[src/hdl/smbsl_map.svh]
// constants of the smbus slave: strap addresses, alert response address, timing
// assumes a 250 MHz system clock and an included-once policy via the guard
`ifndef SMBSL_MAP_SVH
`define SMBSL_MAP_SVH

// ==========================================================
// device addresses per strap pair (high strap, low strap)
`define SMBSL_ADDR_LL 7'h18
`define SMBSL_ADDR_LO 7'h19
`define SMBSL_ADDR_LH 7'h1A
`define SMBSL_ADDR_OL 7'h29
`define SMBSL_ADDR_OO 7'h2A
`define SMBSL_ADDR_OH 7'h2B
`define SMBSL_ADDR_HL 7'h4C
`define SMBSL_ADDR_HO 7'h4D
`define SMBSL_ADDR_HH 7'h4E

// ==========================================================
// protocol constants
`define SMBSL_ARA        7'h0C
`define SMBSL_CRC_POLY   8'h07
`define SMBSL_CRC_INIT   8'h00
`define SMBSL_PTR_RESET  8'h00
`define SMBSL_BYTE_BITS  4'h8
`define SMBSL_STRAP_WAIT 2'h3

// ==========================================================
// timing
`define SMBSL_TIMEOUT_MS 25
`define SMBSL_CLK_KHZ    250000
`define SMBSL_TIMEOUT_CYC (`SMBSL_TIMEOUT_MS * `SMBSL_CLK_KHZ)

`endif

[src/hdl/smbsl_pkg.sv]
// types of the smbus slave: protocol states and strap levels
// assumes nothing beyond a systemverilog compiler
package smbsl_pkg;

  // ==========================================================
  // protocol states
  typedef enum logic [2:0] {
    ST_IDLE,
    ST_RX,
    ST_ACK,
    ST_TX,
    ST_TXACK,
    ST_TXGAP,
    ST_WAIT
  } smbsl_state_e;

  // ==========================================================
  // three-state strap level
  typedef enum logic [1:0] {
    STRAP_LOW,
    STRAP_OPEN,
    STRAP_HIGH
  } smbsl_strap_e;

endpackage : smbsl_pkg

[src/hdl/smbsl_top.sv]
// smbus slave with address pointer, register port, packet check and alert
// assumes async pins (scl, sda, straps), combinational reg_rdata_in from the pointer
`include "smbsl_map.svh"

// Behaviour
// [RQ1] strap levels are captured once after reset and never again
// [RQ2] nine strap combinations select fixed addresses 0x18 to 0x4E
// [RQ3] sda falling while scl high is a start; a new frame begins
// [RQ4] eight bits follow: seven address bits msb first, then direction
// [RQ5] matching address gets ack low on ninth clock, else idle until start
// [RQ6] direction 0 means master writes, 1 means master reads
// [RQ7] each byte is eight bits plus an acknowledge bit
// [RQ8] sda changes only with scl low; sda rising with scl high is stop
// [RQ9] master ends a write with a stop in the tenth clock
// [RQ10] master ends a read with no-ack then a stop
// [RQ11] no mixed directions; writes carry one or two bytes, reads one
// [RQ12] first data byte of every write loads the address pointer
// [RQ13] second write byte goes to the register the pointer selects
// [RQ14] a pointer-only write followed by a read returns the chosen register
// [RQ15] reads use the retained pointer without a fresh pointer write
// [RQ16] separate read and write pointer values are decoded by the register side
// [RQ17] with alert enabled, a limit fault or open sensor pulls alert low
// [RQ18] alert only pulls low or releases, open drain
// [RQ19] master queries the alert response address; never a device address
// [RQ20] with alert active, ack the response address and return own address with lsb 1
// [RQ21] on the response address, lose arbitration when a driven one reads low
// [RQ22] after answering, release alert only if the cause has gone
// [RQ23] optional scl and sda timeouts abort after 25 ms, off by default
// [RQ24] an extra byte carries a crc-8 with polynomial 0x07
// [RQ25] pointer stays across stops and foreign frames, changed only by own writes
module smbsl_top
  import smbsl_pkg::*;
#(
  parameter int TIMEOUT_CYCLES = `SMBSL_TIMEOUT_CYC
) (
  input  wire logic       clk_in,
  input  wire logic       resetn_in,
  input  wire logic       scl_in,
  input  wire logic       serial_data_pin_in,
  output logic            serial_data_pin_out,
  output logic            serial_data_pin_oe_out,
  input  wire logic [1:0] addr_strap_low_in,
  input  wire logic [1:0] addr_strap_high_in,
  input  wire logic       alert_enable_in,
  input  wire logic       limit_fault_in,
  input  wire logic       sensor_open_in,
  output logic            alert_pin_out,
  output logic            alert_pin_oe_out,
  input  wire logic       scl_timeout_en_in,
  input  wire logic       sda_timeout_en_in,
  output logic [7:0]      reg_ptr_out,
  output logic [7:0]      reg_wdata_out,
  output logic            reg_wr_out,
  output logic            reg_rd_out,
  input  wire logic [7:0] reg_rdata_in
);

  localparam int TW = $clog2(TIMEOUT_CYCLES + 1);

  // ==========================================================
  // pin synchronisers
  logic [5:0] sync1_r;
  logic [5:0] sync2_r;
  logic       scl_d_r;
  logic       sda_d_r;
  logic       scl_s;
  logic       sda_s;

  always_ff @(posedge clk_in or negedge resetn_in) begin
    if (!resetn_in) begin
      sync1_r <= 6'h3F;
      sync2_r <= 6'h3F;
      scl_d_r <= 1'b1;
      sda_d_r <= 1'b1;
    end else begin
      sync1_r <= {addr_strap_high_in, addr_strap_low_in, serial_data_pin_in, scl_in};
      sync2_r <= sync1_r;
      scl_d_r <= scl_s;
      sda_d_r <= sda_s;
    end
  end

  assign scl_s = sync2_r[0];
  assign sda_s = sync2_r[1];

  logic scl_rise;
  logic scl_fall;
  logic start_det;
  logic stop_det;

  assign scl_rise  = scl_s & ~scl_d_r;
  assign scl_fall  = ~scl_s & scl_d_r;
  assign start_det = scl_s & scl_d_r & sda_d_r & ~sda_s; // see [RQ3]
  assign stop_det  = scl_s & scl_d_r & ~sda_d_r & sda_s; // see [RQ8]

  // ==========================================================
  // strap capture and address decode
  function automatic smbsl_strap_e smbsl_class(input logic [1:0] p);
    smbsl_class = p[1] ? (p[0] ? STRAP_HIGH : STRAP_LOW) : STRAP_OPEN;
  endfunction : smbsl_class

  function automatic logic [6:0] smbsl_decode(input smbsl_strap_e hi, input smbsl_strap_e lo);
    logic [6:0] a;
    a = `SMBSL_ADDR_OO;
    unique case (hi)
      STRAP_LOW:  a = (lo == STRAP_LOW) ? `SMBSL_ADDR_LL :
                      (lo == STRAP_OPEN) ? `SMBSL_ADDR_LO : `SMBSL_ADDR_LH;
      STRAP_OPEN: a = (lo == STRAP_LOW) ? `SMBSL_ADDR_OL :
                      (lo == STRAP_OPEN) ? `SMBSL_ADDR_OO : `SMBSL_ADDR_OH;
      STRAP_HIGH: a = (lo == STRAP_LOW) ? `SMBSL_ADDR_HL :
                      (lo == STRAP_OPEN) ? `SMBSL_ADDR_HO : `SMBSL_ADDR_HH;
      default:    a = `SMBSL_ADDR_OO;
    endcase
    smbsl_decode = a;
  endfunction : smbsl_decode

  logic [1:0] strap_cnt_r;
  logic [1:0] strap_cnt_nxt;
  logic       strap_done_r;
  logic       strap_done_nxt;
  logic [6:0] dev_addr_r;
  logic [6:0] dev_addr_nxt;

  always_comb begin
    strap_cnt_nxt  = strap_cnt_r;
    strap_done_nxt = strap_done_r;
    dev_addr_nxt   = dev_addr_r;
    if (!strap_done_r) begin
      if (strap_cnt_r == `SMBSL_STRAP_WAIT) begin
        strap_done_nxt = 1'b1; // see [RQ1]
        dev_addr_nxt   = smbsl_decode(smbsl_class(sync2_r[5:4]),
                                      smbsl_class(sync2_r[3:2])); // see [RQ2]
      end else begin
        strap_cnt_nxt = strap_cnt_r + 2'h1;
      end
    end
  end

  always_ff @(posedge clk_in or negedge resetn_in) begin
    if (!resetn_in) begin
      strap_cnt_r  <= 2'h0;
      strap_done_r <= 1'b0;
      dev_addr_r   <= `SMBSL_ADDR_OO;
    end else begin
      strap_cnt_r  <= strap_cnt_nxt;
      strap_done_r <= strap_done_nxt;
      dev_addr_r   <= dev_addr_nxt;
    end
  end

  // ==========================================================
  // protocol engine
  smbsl_state_e state_r, state_nxt;
  logic [3:0]   bit_cnt_r, bit_cnt_nxt;
  logic [7:0]   shift_r, shift_nxt;
  logic [1:0]   byte_idx_r, byte_idx_nxt;
  logic         rw_r, rw_nxt;
  logic         ara_r, ara_nxt;
  logic         sda_oe_r, sda_oe_nxt;
  logic [7:0]   crc_r, crc_nxt;
  logic [7:0]   ptr_r, ptr_nxt;
  logic [7:0]   wdata_r, wdata_nxt;
  logic         wr_r, wr_nxt;
  logic         rd_r, rd_nxt;
  logic [TW-1:0] tmo_r, tmo_nxt;
  logic         ara_done;
  logic         alert_r, alert_nxt;
  logic         tmo_hit;
  logic         lost;

  assign tmo_hit = (tmo_r == TW'(TIMEOUT_CYCLES - 1));
  assign lost    = (state_r == ST_TX) && scl_rise && !sda_oe_r && !sda_s;

  function automatic logic [7:0] smbsl_crc(input logic [7:0] c, input logic b);
    smbsl_crc = {c[6:0], 1'b0} ^ ((c[7] ^ b) ? `SMBSL_CRC_POLY : 8'h00); // see [RQ24]
  endfunction : smbsl_crc

  always_comb begin
    state_nxt    = state_r;
    bit_cnt_nxt  = bit_cnt_r;
    shift_nxt    = shift_r;
    byte_idx_nxt = byte_idx_r;
    rw_nxt       = rw_r;
    ara_nxt      = ara_r;
    sda_oe_nxt   = sda_oe_r;
    crc_nxt      = crc_r;
    ptr_nxt      = ptr_r;
    wdata_nxt    = wdata_r;
    wr_nxt       = 1'b0;
    rd_nxt       = 1'b0;
    ara_done     = 1'b0;
    if ((state_r != ST_IDLE) &&
        ((scl_timeout_en_in && !scl_s) || (sda_timeout_en_in && !sda_s))) begin
      tmo_nxt = tmo_r + TW'(1);
    end else begin
      tmo_nxt = '0;
    end
    if (start_det) begin
      state_nxt    = ST_RX; // see [RQ3]
      bit_cnt_nxt  = 4'h0;
      byte_idx_nxt = 2'h0;
      crc_nxt      = `SMBSL_CRC_INIT;
      sda_oe_nxt   = 1'b0;
      tmo_nxt      = '0;
    end else if (stop_det || tmo_hit) begin
      state_nxt  = ST_IDLE; // see [RQ8] see [RQ23]
      sda_oe_nxt = 1'b0;
      tmo_nxt    = '0;
    end else begin
      unique case (state_r)
        ST_IDLE, ST_WAIT: begin
        end
        ST_RX: begin
          if (scl_rise) begin
            shift_nxt   = {shift_r[6:0], sda_s}; // see [RQ4]
            bit_cnt_nxt = bit_cnt_r + 4'h1;
            crc_nxt     = smbsl_crc(crc_r, sda_s);
          end else if (scl_fall && bit_cnt_r == `SMBSL_BYTE_BITS) begin
            state_nxt  = ST_ACK; // see [RQ7]
            sda_oe_nxt = 1'b1;
            unique case (byte_idx_r)
              2'h0: begin
                rw_nxt  = shift_r[0]; // see [RQ6]
                ara_nxt = 1'b0;
                if (shift_r[7:1] == dev_addr_r) begin
                  rd_nxt = shift_r[0];
                end else if (shift_r[7:1] == `SMBSL_ARA && shift_r[0] && alert_r) begin
                  ara_nxt = 1'b1; // see [RQ20]
                end else begin
                  state_nxt  = ST_WAIT; // see [RQ5]
                  sda_oe_nxt = 1'b0;
                end
              end
              2'h1: ptr_nxt = shift_r; // see [RQ12] see [RQ25]
              2'h2: begin
                wdata_nxt = shift_r; // see [RQ13]
                wr_nxt    = 1'b1;
              end
              default: begin
                if (crc_r != 8'h00) begin
                  state_nxt  = ST_WAIT; // see [RQ24]
                  sda_oe_nxt = 1'b0;
                end
              end
            endcase
          end
        end
        ST_ACK: begin
          if (scl_fall) begin
            bit_cnt_nxt  = 4'h0;
            byte_idx_nxt = byte_idx_r + 2'h1;
            if (byte_idx_r == 2'h3) begin
              state_nxt  = ST_WAIT; // see [RQ11]
              sda_oe_nxt = 1'b0;
            end else if (rw_r) begin
              state_nxt  = ST_TX; // see [RQ15] see [RQ14] see [RQ16]
              shift_nxt  = ara_r ? {dev_addr_r, 1'b1} : reg_rdata_in; // see [RQ20]
              sda_oe_nxt = ara_r ? ~dev_addr_r[6] : ~reg_rdata_in[7];
            end else begin
              state_nxt  = ST_RX;
              sda_oe_nxt = 1'b0;
            end
          end
        end
        ST_TX: begin
          if (lost) begin
            state_nxt  = ST_WAIT; // see [RQ21]
            sda_oe_nxt = 1'b0;
          end else if (scl_rise) begin
            bit_cnt_nxt = bit_cnt_r + 4'h1;
            crc_nxt     = smbsl_crc(crc_r, sda_s);
          end else if (scl_fall) begin
            if (bit_cnt_r == `SMBSL_BYTE_BITS) begin
              state_nxt  = ST_TXACK;
              sda_oe_nxt = 1'b0;
            end else begin
              shift_nxt  = {shift_r[6:0], 1'b0};
              sda_oe_nxt = ~shift_r[6];
            end
          end
        end
        ST_TXACK: begin
          if (scl_rise) begin
            ara_done  = ara_r && (byte_idx_r == 2'h1); // see [RQ22]
            state_nxt = (!sda_s && byte_idx_r == 2'h1) ? ST_TXGAP : ST_WAIT; // see [RQ10]
          end
        end
        ST_TXGAP: begin
          if (scl_fall) begin
            state_nxt    = ST_TX; // see [RQ24]
            bit_cnt_nxt  = 4'h0;
            byte_idx_nxt = 2'h2;
            shift_nxt    = crc_r;
            sda_oe_nxt   = ~crc_r[7];
          end
        end
      endcase
    end
    alert_nxt = alert_r;
    if (alert_enable_in && (limit_fault_in || sensor_open_in)) begin
      alert_nxt = 1'b1; // see [RQ17]
    end else if (ara_done || !alert_enable_in) begin
      alert_nxt = 1'b0; // see [RQ22]
    end
  end

  always_ff @(posedge clk_in or negedge resetn_in) begin
    if (!resetn_in) begin
      state_r    <= ST_IDLE;
      bit_cnt_r  <= 4'h0;
      shift_r    <= 8'h00;
      byte_idx_r <= 2'h0;
      rw_r       <= 1'b0;
      ara_r      <= 1'b0;
      sda_oe_r   <= 1'b0;
      crc_r      <= `SMBSL_CRC_INIT;
      ptr_r      <= `SMBSL_PTR_RESET;
      wdata_r    <= 8'h00;
      wr_r       <= 1'b0;
      rd_r       <= 1'b0;
      tmo_r      <= '0;
      alert_r    <= 1'b0;
    end else begin
      state_r    <= state_nxt;
      bit_cnt_r  <= bit_cnt_nxt;
      shift_r    <= shift_nxt;
      byte_idx_r <= byte_idx_nxt;
      rw_r       <= rw_nxt;
      ara_r      <= ara_nxt;
      sda_oe_r   <= sda_oe_nxt;
      crc_r      <= crc_nxt;
      ptr_r      <= ptr_nxt;
      wdata_r    <= wdata_nxt;
      wr_r       <= wr_nxt;
      rd_r       <= rd_nxt;
      tmo_r      <= tmo_nxt;
      alert_r    <= alert_nxt;
    end
  end

  // ==========================================================
  // outputs
  assign serial_data_pin_out    = 1'b0;
  assign serial_data_pin_oe_out = sda_oe_r;
  assign alert_pin_out          = 1'b0; // see [RQ18]
  assign alert_pin_oe_out       = alert_r;
  assign reg_ptr_out            = ptr_r;
  assign reg_wdata_out          = wdata_r;
  assign reg_wr_out             = wr_r;
  assign reg_rd_out             = rd_r;
endmodule : smbsl_top

[config.mk]
export PLATFORM = sky130hd
export DESIGN_NAME = smbsl_top
export DESIGN_NICKNAME = d
export VERILOG_FILES = /design/src/hdl/smbsl_pkg.sv /design/src/hdl/smbsl_top.sv
export VERILOG_INCLUDE_DIRS = /design/src /design/src/hdl
export SDC_FILE = /design/constraint.sdc
export NUM_CORES = 1
export LEC_CHECK = 0
export BUFFER_PORTS_ARGS = -buffer_cell sky130_fd_sc_hd__buf_2
export CORE_ASPECT_RATIO = 0.5
export CORE_MARGIN = 5
export CORE_UTILIZATION = 58
export CTS_CLUSTER_SIZE = 12
export DETAILED_ROUTE_END_ITERATION = 8
export PLACE_DENSITY = 0.78
export SETUP_SLACK_MARGIN = 0.1
export SYNTH_ARGS = -nofsm -noshare
export SYNTH_HDL_FRONTEND = slang
export SYNTH_SLANG_ARGS = --single-unit
[constraint.sdc]
create_clock -name clk_in -period 2.5 [get_ports clk_in]
set_input_delay 0.375 -clock clk_in [delete_from_list [all_inputs] [get_ports clk_in]]
set_output_delay 0.375 -clock clk_in [all_outputs]
set_load 0.01 [all_outputs]
==> results.py, run 1 <==
metrics = {
    "run_status": {
        "status": "finished, final reports clean",
    },
    "critical_path": {
        "startpoint": "tmo_r[0]$_DFF_PN0_",
        "startpoint_type": "flip-flop",
        "reg2regPathDepth": 9,
        "cp_cell_sequence": "ha_2 > and3_1 > nand4_1 > buf_4 > o31ai_4 > buf_4 > a2111o_1 > buf_12 > nor2_1",
        "slowest_stage": "dfrtp_1",
        "crit_end": "tmo_r[19]$_DFF_PN0_",
        "crit_top_cell": "buf_4",
        "crit_required_ns": 2.73,
        "r2r_start": "tmo_r[0]$_DFF_PN0_",
        "r2r_slack_ns": 0.21,
        "crit_arrival_ns": 2.52,
        "endpoint_kind": "flip-flop",
        "slowest_delay_ns": 0.43,
        "cp_top_family": "buffers and inverters",
        "path_buf_inv": 3,
        "cp_num_cells": 9,
        "critPathKind": "reg -> reg",
        "rr_endpoint": "tmo_r[19]$_DFF_PN0_",
        "path_max_fanout": 23,
    },
    "timing": {
        "setup_tns_ns": 0,
        "setup_violations": 0,
        "post-route-period-util_pct": 91.6,
        "rsz0062_at_grt": "true",
        "fin_crit_ns": 2.29,
        "slew_violations": 0,
        "tightest_slew_ns": 0.602,
        "slew-limit-headroom_pct": 59.6,
        "skew_ns": 0.00794,
        "finalHoldViolations": 0,
        "max_freq_mhz": 436,
    },
    "cells_and_area": {
        "fin_util_pct": 67.4,
        "nFillCells": 629,
        "diodes": 0,
        "register_area_um2": 2320,
        "multi_input_area_um2": 2180,
        "nets": 516,
        "drive_gt1_share_pct": 22.0,
        "area_growth_pct": 14.6,
    },
    "route": {
        "ant_nets": 0,
        "routed_wl_mm": 10.5,
        "drc": 0,
        "drtPass1Iterations": 6,
        "wl_per_cell_um": 17.4,
        "vias_per_cell": 6.05,
        "drt_iter0_drc": 446,
        "vias": 3650,
    },
    "run": {
        "cap_violations": 0,
    },
    "synthesis": {
        "seq_area_frac_synth_pct": 49.8,
        "yosys.area_share.simple_pct": 18.3,
        "synth_fa_ha_area_share_pct": 2.15,
        "synth_cell_types": 68,
        "ys_ff_latch": 92,
        "syn_inst": 441,
        "synth_area_um2": 4660,
        "synth_xor_area_share_pct": 5.64,
        "synth_warnings": 0,
        "syn_area_per_cell_um2": 10.6,
        "ys.flop_type": "dfrtp_1",
        "synthArstFlopShare_pct": 100,
        "synth_compound_area_share_pct": 12.4,
        "synth_top_family_by_area": "simple AND/OR/NAND/NOR gates",
        "synth_edf_count": 0,
        "muxShareOfSynthArea_pct": 7.76,
    },
    "pwr": {
        "power.internal_uw": 3140,
        "leakagePower_uw": 0.00236,
        "peakVddDrop_mv": 0.473,
        "p_seq_share_pct": 42.4,
        "switchingPower_uw": 1630,
        "clkPwrFrac_pct": 28.3,
        "pwr-share-comb_pct": 29.4,
        "switching_share_pct": 34.1,
        "powerDensity_nw_per_um2": 892,
    },
    "floorplanning": {
        "core_um2": 7910,
        "die_h_um": 73.4,
        "fp.dieArea_um2": 10000,
        "ios": 43,
        "die_w_um": 137,
        "rows": 23,
        "initial_core_util_pct": 58.9,
    },
    "clocking": {
        "root_buffer": "clkbuf_16",
        "cts.htree.levels": 3,
        "cts.path.max_buffers": 2,
        "path_clk_slew_ns": 0.06,
        "insertion_delay_ns": 0.35,
        "cts.sinks": 92,
        "numCtsBuffers": 9,
        "ctsHoldBuffers": 0,
        "tritoncts": "built",
    },
    "place": {
        "gp_congestion": 0.932,
        "dp_hpwl_mm": 7.20,
        "io_buffer_count": 40,
    },
    "grt": {
        "grt_pass1_vias": 3419,
        "grt_pass1_wl_mm": 17.5,
        "grt_max_degree": 46,
        "overflow": 0,
        "grt_use_total_pct": 22.7,
        "antenna_found_initial": 0,
    },
    "min_path": {
        "hold_class": "in -> async",
    },
}
-- flip-flops by register name, indices dropped and copies added, names as in the netlist, 2 cells and up --
signal	flops
sync1_r	6
strap_cnt_r	2
state_r	3
byte_idx_r	2
reg_wdata_out	8
sync2_r	6
dev_addr_r	5
shift_r	8
crc_r	8
reg_ptr_out	8
bit_cnt_r	4
tmo_r	23
-- synth_stat cells (all sizes together), types with 4 or more instances --
master | count | share of area (%)
nor2 | 47 | 3.8
a221o | 5 | 1.1
nand2b | 6 | 0.81
ha | 8 | 2.1
clkbuf | 8 | 0.64
o21ai | 19 | 2.0
nand4 | 13 | 1.9
xor2 | 9 | 1.7
nor3 | 15 | 1.6
inv | 17 | 1.4
mux2 | 25 | 6.0
a211o | 4 | 0.75
o31ai | 6 | 1.3
buf | 13 | 1.8
dfstp | 16 | 9.0
and3 | 5 | 0.67
nand3 | 18 | 2.0
nor4 | 8 | 1.4
xnor2 | 21 | 3.9
a21oi | 14 | 1.5
mux2i | 8 | 1.7
dfrtp | 76 | 41
nand2 | 21 | 1.7
-- metrics by stage --
step	instance area (um2)	total power, uW	hold slack, ns	setup WS, ns	cells
after detailed placement	5020	3370	0.347	0.176	587
final	5340	4760	0.0227	0.209	603
after global placement	5020	3350	0.346	0.244	587
after CTS	5320	4740	0.0450	0.132	602
after global routing	5340	5030	0.0718	0.0890	603
after floorplan	4660	2950	0.0794	0.346	442
-- layout by cell type, fill, tap and decap left out, drive strengths merged, types with 4 or more instances in the layout --
| master | instances |
|---|---|
| nor3 | 15 |
| nand2b | 6 |
| nor4 | 8 |
| dfstp | 16 |
| nand2 | 21 |
| dfrtp | 76 |
| a211o | 4 |
| nor2 | 47 |
| xnor2 | 21 |
| mux2i | 8 |
| o31ai | 6 |
| inv | 17 |
| a221o | 5 |
| a21oi | 14 |
| mux2 | 25 |
| and3 | 5 |
| xor2 | 9 |
| buf | 55 |
| nand3 | 18 |
| clkbuf | 12 |
| ha | 8 |
| o21ai | 19 |
| nand4 | 13 |
-- cell type report --
type,count,share of cell area (%)
multi-input cells,312,40.8
flip-flops and latches,92,43.5
clock buffers,12,4.62
well taps,112,2.63
repair buffers,55,6.38
clock inverters,3,0.891
inverters,17,1.20
-- power groups by stage --
stage	registers, uW	logic [uW]	clock network, uW
finish	2020	1400	1350
global route	2050	1530	1460
CTS	2000	1360	1380
detailed placement	2030	1340	0
global placement	2020	1330	0
floorplan	1880	1070	0
-- worst min path at each step --
stage          slack, ns  cells after the start                 start                            to
2_1_floorplan       0.08                      0             resetn_in  alert_pin_oe_out$_DFFE_PN0P_
3_3_place_gp        0.35                      0  sync1_r[0]$_DFF_PN1_          sync2_r[0]$_DFF_PN1_
3_5_place_dp        0.35                      0  sync1_r[2]$_DFF_PN1_          sync2_r[2]$_DFF_PN1_
4_1_cts             0.04                      1             resetn_in           tmo_r[12]$_DFF_PN0_
5_1_grt             0.07                      1             resetn_in           tmo_r[11]$_DFF_PN0_
6_report            0.02                      1             resetn_in           tmo_r[12]$_DFF_PN0_
-- worst reg2reg max path, cell delays in order (launching register included) --
cell	delay, ns
dfrtp_1	0.43
ha_2	0.26
and3_1	0.20
nand4_1	0.17
buf_4	0.20
o31ai_4	0.32
buf_4	0.21
a2111o_1	0.15
buf_12	0.17
nor2_1	0.07
-- cell families after synthesis --
logic type | after synthesis
and+or+nand+nor | 159
DFF | 92
AOI/OAI and AO/OA | 80
buffers and inverters | 38
muxes | 33
xor gates and xnor gates | 30
adders and majority gates | 8
other | 1
-- metal layers --
layer,routed length (um),GRT usage (%),part of all wire (%),vias to the layer above
met5,0,0,0,-
met4,171,7.37,1.6,0
met3,972,5.95,9.2,30
met2,4710,34.2,45,208
met1,4670,32.2,44,1729
li1,-,-,-,1683
-- timing repair --
action,in CTS,in global routing
resized for setup,0,3
setup buffers,0,1
setup endpoints to repair,0,21
Note: power is estimated with default switching activity, not from simulation.
==> run 2: changes to the inputs <==
==> constraint.sdc (replaced) <==
create_clock -name clk_in -period 2.5 [get_ports clk_in]
set_input_delay 0.125 -clock clk_in [delete_from_list [all_inputs] [get_ports clk_in]]
set_output_delay 0.125 -clock clk_in [all_outputs]
set_load 0.01 [all_outputs]
==> run 2 against run 1 <==
- clock skew rose by 0.00053 ns
- routed wire length rose by 0.71%
- register-to-register slack got worse by 0.02 ns
- sequential power barely moved
- highest routed layer unchanged
- power rose by 1.1%
- flip-flop and latch count did not move
- clock-buffer cell count fell by 3
- critical endpoint is now bit_cnt_r[2]$_DFFE_PN0P_
- largest cell class unchanged
- combinational power barely moved
==> results.py, run 2 (synthesized netlist as in run 1, its figures left out) <==
metrics = {
    "grt": {
        "grt_max_degree": 50,
        "grt_use_total_pct": 22.6,
        "antenna_found_initial": 0,
        "grt_pass1_wl_mm": 17.7,
        "grt_pass1_vias": 3508,
        "overflow": 0,
    },
    "timing": {
        "setup_violations": 0,
        "setup_tns_ns": 0,
        "max_freq_mhz": 433,
        "rsz0062_at_grt": "false",
        "timing.hold.ws_ns": 0.0449,
        "tightest_slew_ns": 0.626,
        "finalHoldViolations": 0,
        "post-route-period-util_pct": 92.4,
        "slew_violations": 0,
        "slew-limit-headroom_pct": 57.9,
        "skew_ns": 0.00847,
        "fin_crit_ns": 2.31,
    },
    "route": {
        "wl_per_cell_um": 17.4,
        "ant_nets": 0,
        "drc": 0,
        "vias": 3706,
        "drt_iter0_drc": 451,
        "vias_per_cell": 6.08,
        "routed_wl_mm": 10.6,
        "drtPass1Iterations": 8,
    },
    "place": {
        "gp_congestion": 1.01,
        "place_area_um2": 5020,
        "dp_hpwl_mm": 7.30,
        "io_buffer_count": 40,
    },
    "cells_and_area": {
        "largest-register": "tmo_r",
        "nFillCells": 590,
        "area_growth_pct": 16.4,
        "final_common_cell": "dfrtp_1",
        "diodes": 0,
        "nets": 522,
        "register_area_um2": 2320,
        "largest_reg_flops": 23,
        "multi_input_area_um2": 2190,
        "drive_gt1_share_pct": 22.3,
        "fin_area_um2": 5430,
        "mostFrequentLayoutCells": "75 x dfrtp_1, 47 x nor2_1, 39 x buf_2",
    },
    "clocking": {
        "cts_setup_buffers": 0,
        "root_buffer": "clkbuf_16",
        "insertion_delay_ns": 0.35,
        "cts.sinks": 92,
        "tritoncts": "built",
        "numCtsBuffers": 9,
        "path_clk_slew_ns": 0.07,
        "cts.htree.levels": 3,
        "cts.path.max_buffers": 2,
    },
    "min_path": {
        "worst_hold_path.num_cells": 2,
        "hold_start": "alert_enable_in",
        "hold_end": "alert_pin_oe_out$_DFFE_PN0P_",
        "hold_class": "in -> reg",
    },
    "critical_path": {
        "r2r_start": "tmo_r[1]$_DFF_PN0_",
        "startpoint_type": "flip-flop",
        "slowest_delay_ns": 0.46,
        "reg2regPathDepth": 7,
        "critPathKind": "reg -> reg",
        "rr_endpoint": "bit_cnt_r[2]$_DFFE_PN0P_",
        "r2r_slack_ns": 0.19,
        "path_buf_inv": 1,
        "cp_cell_sequence": "ha_2 > and3_1 > nand4_1 > o31a_1 > buf_4 > and2_1 > a311oi_1",
        "crit_required_ns": 2.75,
        "slowest_stage": "o31a_1",
        "crit_arrival_ns": 2.56,
        "endpoint_kind": "flip-flop",
        "cp_top_family": "compound AO/OA/AOI/OAI gates",
        "startpoint": "tmo_r[1]$_DFF_PN0_",
        "path_max_fanout": 15,
    },
    "floorplanning": {
        "initial_core_util_pct": 58.9,
        "die_h_um": 73.4,
        "core_um2": 7910,
        "die_w_um": 137,
        "rows": 23,
        "fp.dieArea_um2": 10000,
        "ios": 43,
    },
    "run_status": {
        "status": "finished, final reports clean",
    },
    "pwr": {
        "finalPower_uw": 4820,
        "peakVddDrop_mv": 0.442,
        "leakagePower_uw": 0.00239,
        "powerDensity_nw_per_um2": 888,
    },
    "run": {
        "cap_violations": 0,
    },
}
-- run 2: where the power goes --
| part | switching (uW) | internal, uW |
|---|---|---|
| sequential | 325 | 1700 |
| clock | 616 | 789 |
| combinational | 746 | 644 |
-- run 2: repair_timing --
item,4_1_cts,5_1_grt
endpoints found under the setup margin,0,45
endpoints found under the hold margin,41,0
hold buffers,7,0
resized for setup,0,5
-- run 2: layout make-up --
cell class                 count  share of cell area (%)
inverter                      17                    1.18
tap                          112                    2.58
clock buffer                   9                    4.15
multi-input combinational    312                    40.3
clock inverter                 7                    1.55
sequential                    92                    42.8
timing repair buffer          61                    7.43
-- run 2: how the worst max path moves through the flow --
stage | endpoint | slack, ns | cells after the start
after floorplan | shift_r[1]$_DFFE_PN0P_ | 0.35 | 6
after detailed placement | reg_ptr_out[3]$_DFFE_PN0P_ | 0.16 | 6
final | bit_cnt_r[2]$_DFFE_PN0P_ | 0.19 | 7
after global placement | reg_ptr_out[0]$_DFFE_PN0P_ | 0.26 | 6
after global routing | bit_cnt_r[2]$_DFFE_PN0P_ | 0.10 | 7
after CTS | reg_ptr_out[1]$_DFFE_PN0P_ | 0.12 | 6
-- run 2: stage by stage --
step / worst slack, ns / cells / util [%]
4_1_cts: 0.123 / 610 / 68.3
5_1_grt: 0.100 / 610 / 68.6
3_3_place_gp: 0.257 / 587 / 63.5
3_5_place_dp: 0.156 / 587 / 63.5
2_1_floorplan: 0.346 / 442 / -
6_report: 0.190 / 610 / 68.6
-- run 2: routing by layer --
| metal | share of wire [%] | GRT usage, % | vias up |
|---|---|---|---|
| met1 | 44 | 31.9 | 1782 |
| li1 | - | - | 1710 |
| met2 | 46 | 34.5 | 193 |
| met4 | 1.5 | 6.03 | 0 |
| met3 | 8.4 | 6.36 | 21 |
| met5 | 0 | 0 | - |
==> run 3: changes to the inputs <==
==> constraint.sdc (replaced) <==
create_clock -name clk_in -period 2.6 [get_ports clk_in]
set_input_delay 0.13 -clock clk_in [delete_from_list [all_inputs] [get_ports clk_in]]
set_output_delay 0.13 -clock clk_in [all_outputs]
set_load 0.01 [all_outputs]
==> run 3 against run 2 <==
- the run now ends with negative hold slack left
- clock skew rose by 0.0038 ns
- non-clock buffer count fell by 2
- clock-buffer cell count rose by 3
- global-route usage fell by 0.079 points
- hold slack got worse by 0.073 ns
- register-to-register slack barely moved
- critical path depth did not move
- via count fell by 1.7%
- utilization fell by 0.77 points
- sequential power fell by 3%
- final cell count fell by 0.33%
- setup slack improved by 0.013 ns
- critical endpoint unchanged
==> results.py, run 3 (synthesized netlist as in run 1, its figures left out) <==
metrics = {
    "critical_path": {
        "crit_arrival_ns": 2.63,
        "critPathKind": "reg -> reg",
        "r2r_start": "tmo_r[1]$_DFF_PN0_",
        "r2r_slack_ns": 0.20,
        "path_max_fanout": 13,
        "crit_required_ns": 2.83,
        "endpoint_kind": "flip-flop",
        "startpoint_type": "flip-flop",
        "reg2regPathDepth": 7,
        "rr_endpoint": "bit_cnt_r[2]$_DFFE_PN0P_",
    },
    "timing": {
        "rsz0062_at_grt": "false",
        "finalHoldViolations": 43,
        "setup_tns_ns": 0,
        "timing.hold.ws_ns": -0.0286,
        "skew_ns": 0.0122,
        "slew-limit-headroom_pct": 30.9,
        "tightest_slew_ns": 1.04,
        "post-route-period-util_pct": 92.2,
        "setup_violations": 0,
        "worst_slack_ns": 0.202,
        "max_freq_mhz": 417,
        "fin_crit_ns": 2.40,
        "slew_violations": 0,
    },
    "route": {
        "drt_iter0_drc": 502,
        "drtPass1Iterations": 5,
        "drc": 0,
        "vias_per_cell": 5.99,
        "wl_per_cell_um": 17.2,
        "ant_nets": 0,
        "routed_wl_mm": 10.4,
        "vias": 3642,
    },
    "run_status": {
        "violations": "negative hold slack",
        "status": "finished, violations left",
    },
    "min_path": {
        "hold_class": "in -> async",
    },
    "cells_and_area": {
        "mostFrequentLayoutCells": "75 x dfrtp_1, 47 x nor2_1, 39 x buf_2",
        "nets": 520,
        "diodes": 0,
        "final_common_cell": "dfrtp_1",
        "largest_reg_flops": 23,
        "largest-register": "tmo_r",
        "drive_gt1_share_pct": 22.0,
        "nFillCells": 609,
        "area_growth_pct": 15.1,
    },
    "pwr": {
        "peakVddDrop_mv": 0.407,
        "powerDensity_nw_per_um2": 849,
        "leakagePower_uw": 0.00237,
    },
    "clocking": {
        "cts_setup_buffers": 0,
        "path_clk_slew_ns": 0.06,
        "cts.sinks": 92,
        "tritoncts": "built",
        "insertion_delay_ns": 0.35,
        "numCtsBuffers": 9,
        "cts.htree.levels": 3,
        "root_buffer": "clkbuf_16",
        "cts.path.max_buffers": 2,
    },
    "grt": {
        "overflow": 0,
        "grt_pass1_wl_mm": 17.5,
        "antenna_found_initial": 0,
        "grt_use_total_pct": 22.5,
        "grt_pass1_vias": 3460,
        "grt_max_degree": 86,
    },
    "place": {
        "dp_hpwl_mm": 7.02,
        "pre_cts_slack_ns": 0.215,
        "gp_congestion": 0.914,
        "io_buffer_count": 40,
    },
    "floorplanning": {
        "die_h_um": 73.4,
        "fp.dieArea_um2": 10000,
        "initial_core_util_pct": 58.9,
        "ios": 43,
        "rows": 23,
        "die_w_um": 137,
        "core_um2": 7910,
    },
    "run": {
        "cap_violations": 0,
    },
}
run 3: power by group:
group	total (uW)	switching [uW]	internal [uW]
logic	1330	713	614
clock network	1280	547	730
registers	1950	320	1630
run 3: per-layer routing:
metal	share of wire [%]	wire length, um	global-route usage, %
met5	0	0	0
met4	1.2	129	4.58
met3	6.9	719	6.43
met2	45	4750	35.1
met1	46	4850	31.8
run 3: critical path, stage by stage, from the launching register on:
cell      delay, ns
dfrtp_1        0.41
ha_2           0.26
and3_1         0.20
nand4_1        0.23
o31a_1         0.47
buf_4          0.23
and2_1         0.18
a311oi_1       0.31
run 3: timing repair:
item,4_1_cts,5_1_grt
resized for setup,0,2
setup endpoints to repair,0,25
hold endpoints to repair,6,0
hold buffers,6,0
run 3: metrics by stage:
stage	hold slack [ns]	total power (uW)	cells	area (um2)	utilization, %
finish	-0.0286	4560	608	5360	67.8
CTS	0.0163	4530	608	5360	67.7
global placement	0.235	3210	586	5000	63.2
detailed placement	0.236	3230	586	5000	63.2
global route	0.0523	4810	608	5360	67.8
floorplan	-0.166	2830	442	4660	-
run 3: layout make-up:
class,count,area [um2],area share (%)
clock buffers,12,267,4.97
flip-flops and latches,92,2320,43.3
inverters,17,63.8,1.19
multi-input cells,312,2170,40.4
well taps,112,140,2.61
repair buffers,59,373,6.95
clock inverters,4,30.0,0.560
run 3: worst max path at each step:
stage	start	end	slack, ns	cells past startpoint
after global placement	tmo_r[0]$_DFF_PN0_	shift_r[4]$_DFFE_PN0P_	0.28	6
after floorplan	tmo_r[0]$_DFF_PN0_	shift_r[1]$_DFFE_PN0P_	0.45	6
final	tmo_r[1]$_DFF_PN0_	bit_cnt_r[2]$_DFFE_PN0P_	0.20	7
after CTS	tmo_r[0]$_DFF_PN0_	bit_cnt_r[2]$_DFFE_PN0P_	0.18	7
after global routing	tmo_r[1]$_DFF_PN0_	bit_cnt_r[2]$_DFFE_PN0P_	0.12	7
after detailed placement	tmo_r[0]$_DFF_PN0_	shift_r[4]$_DFFE_PN0P_	0.21	6
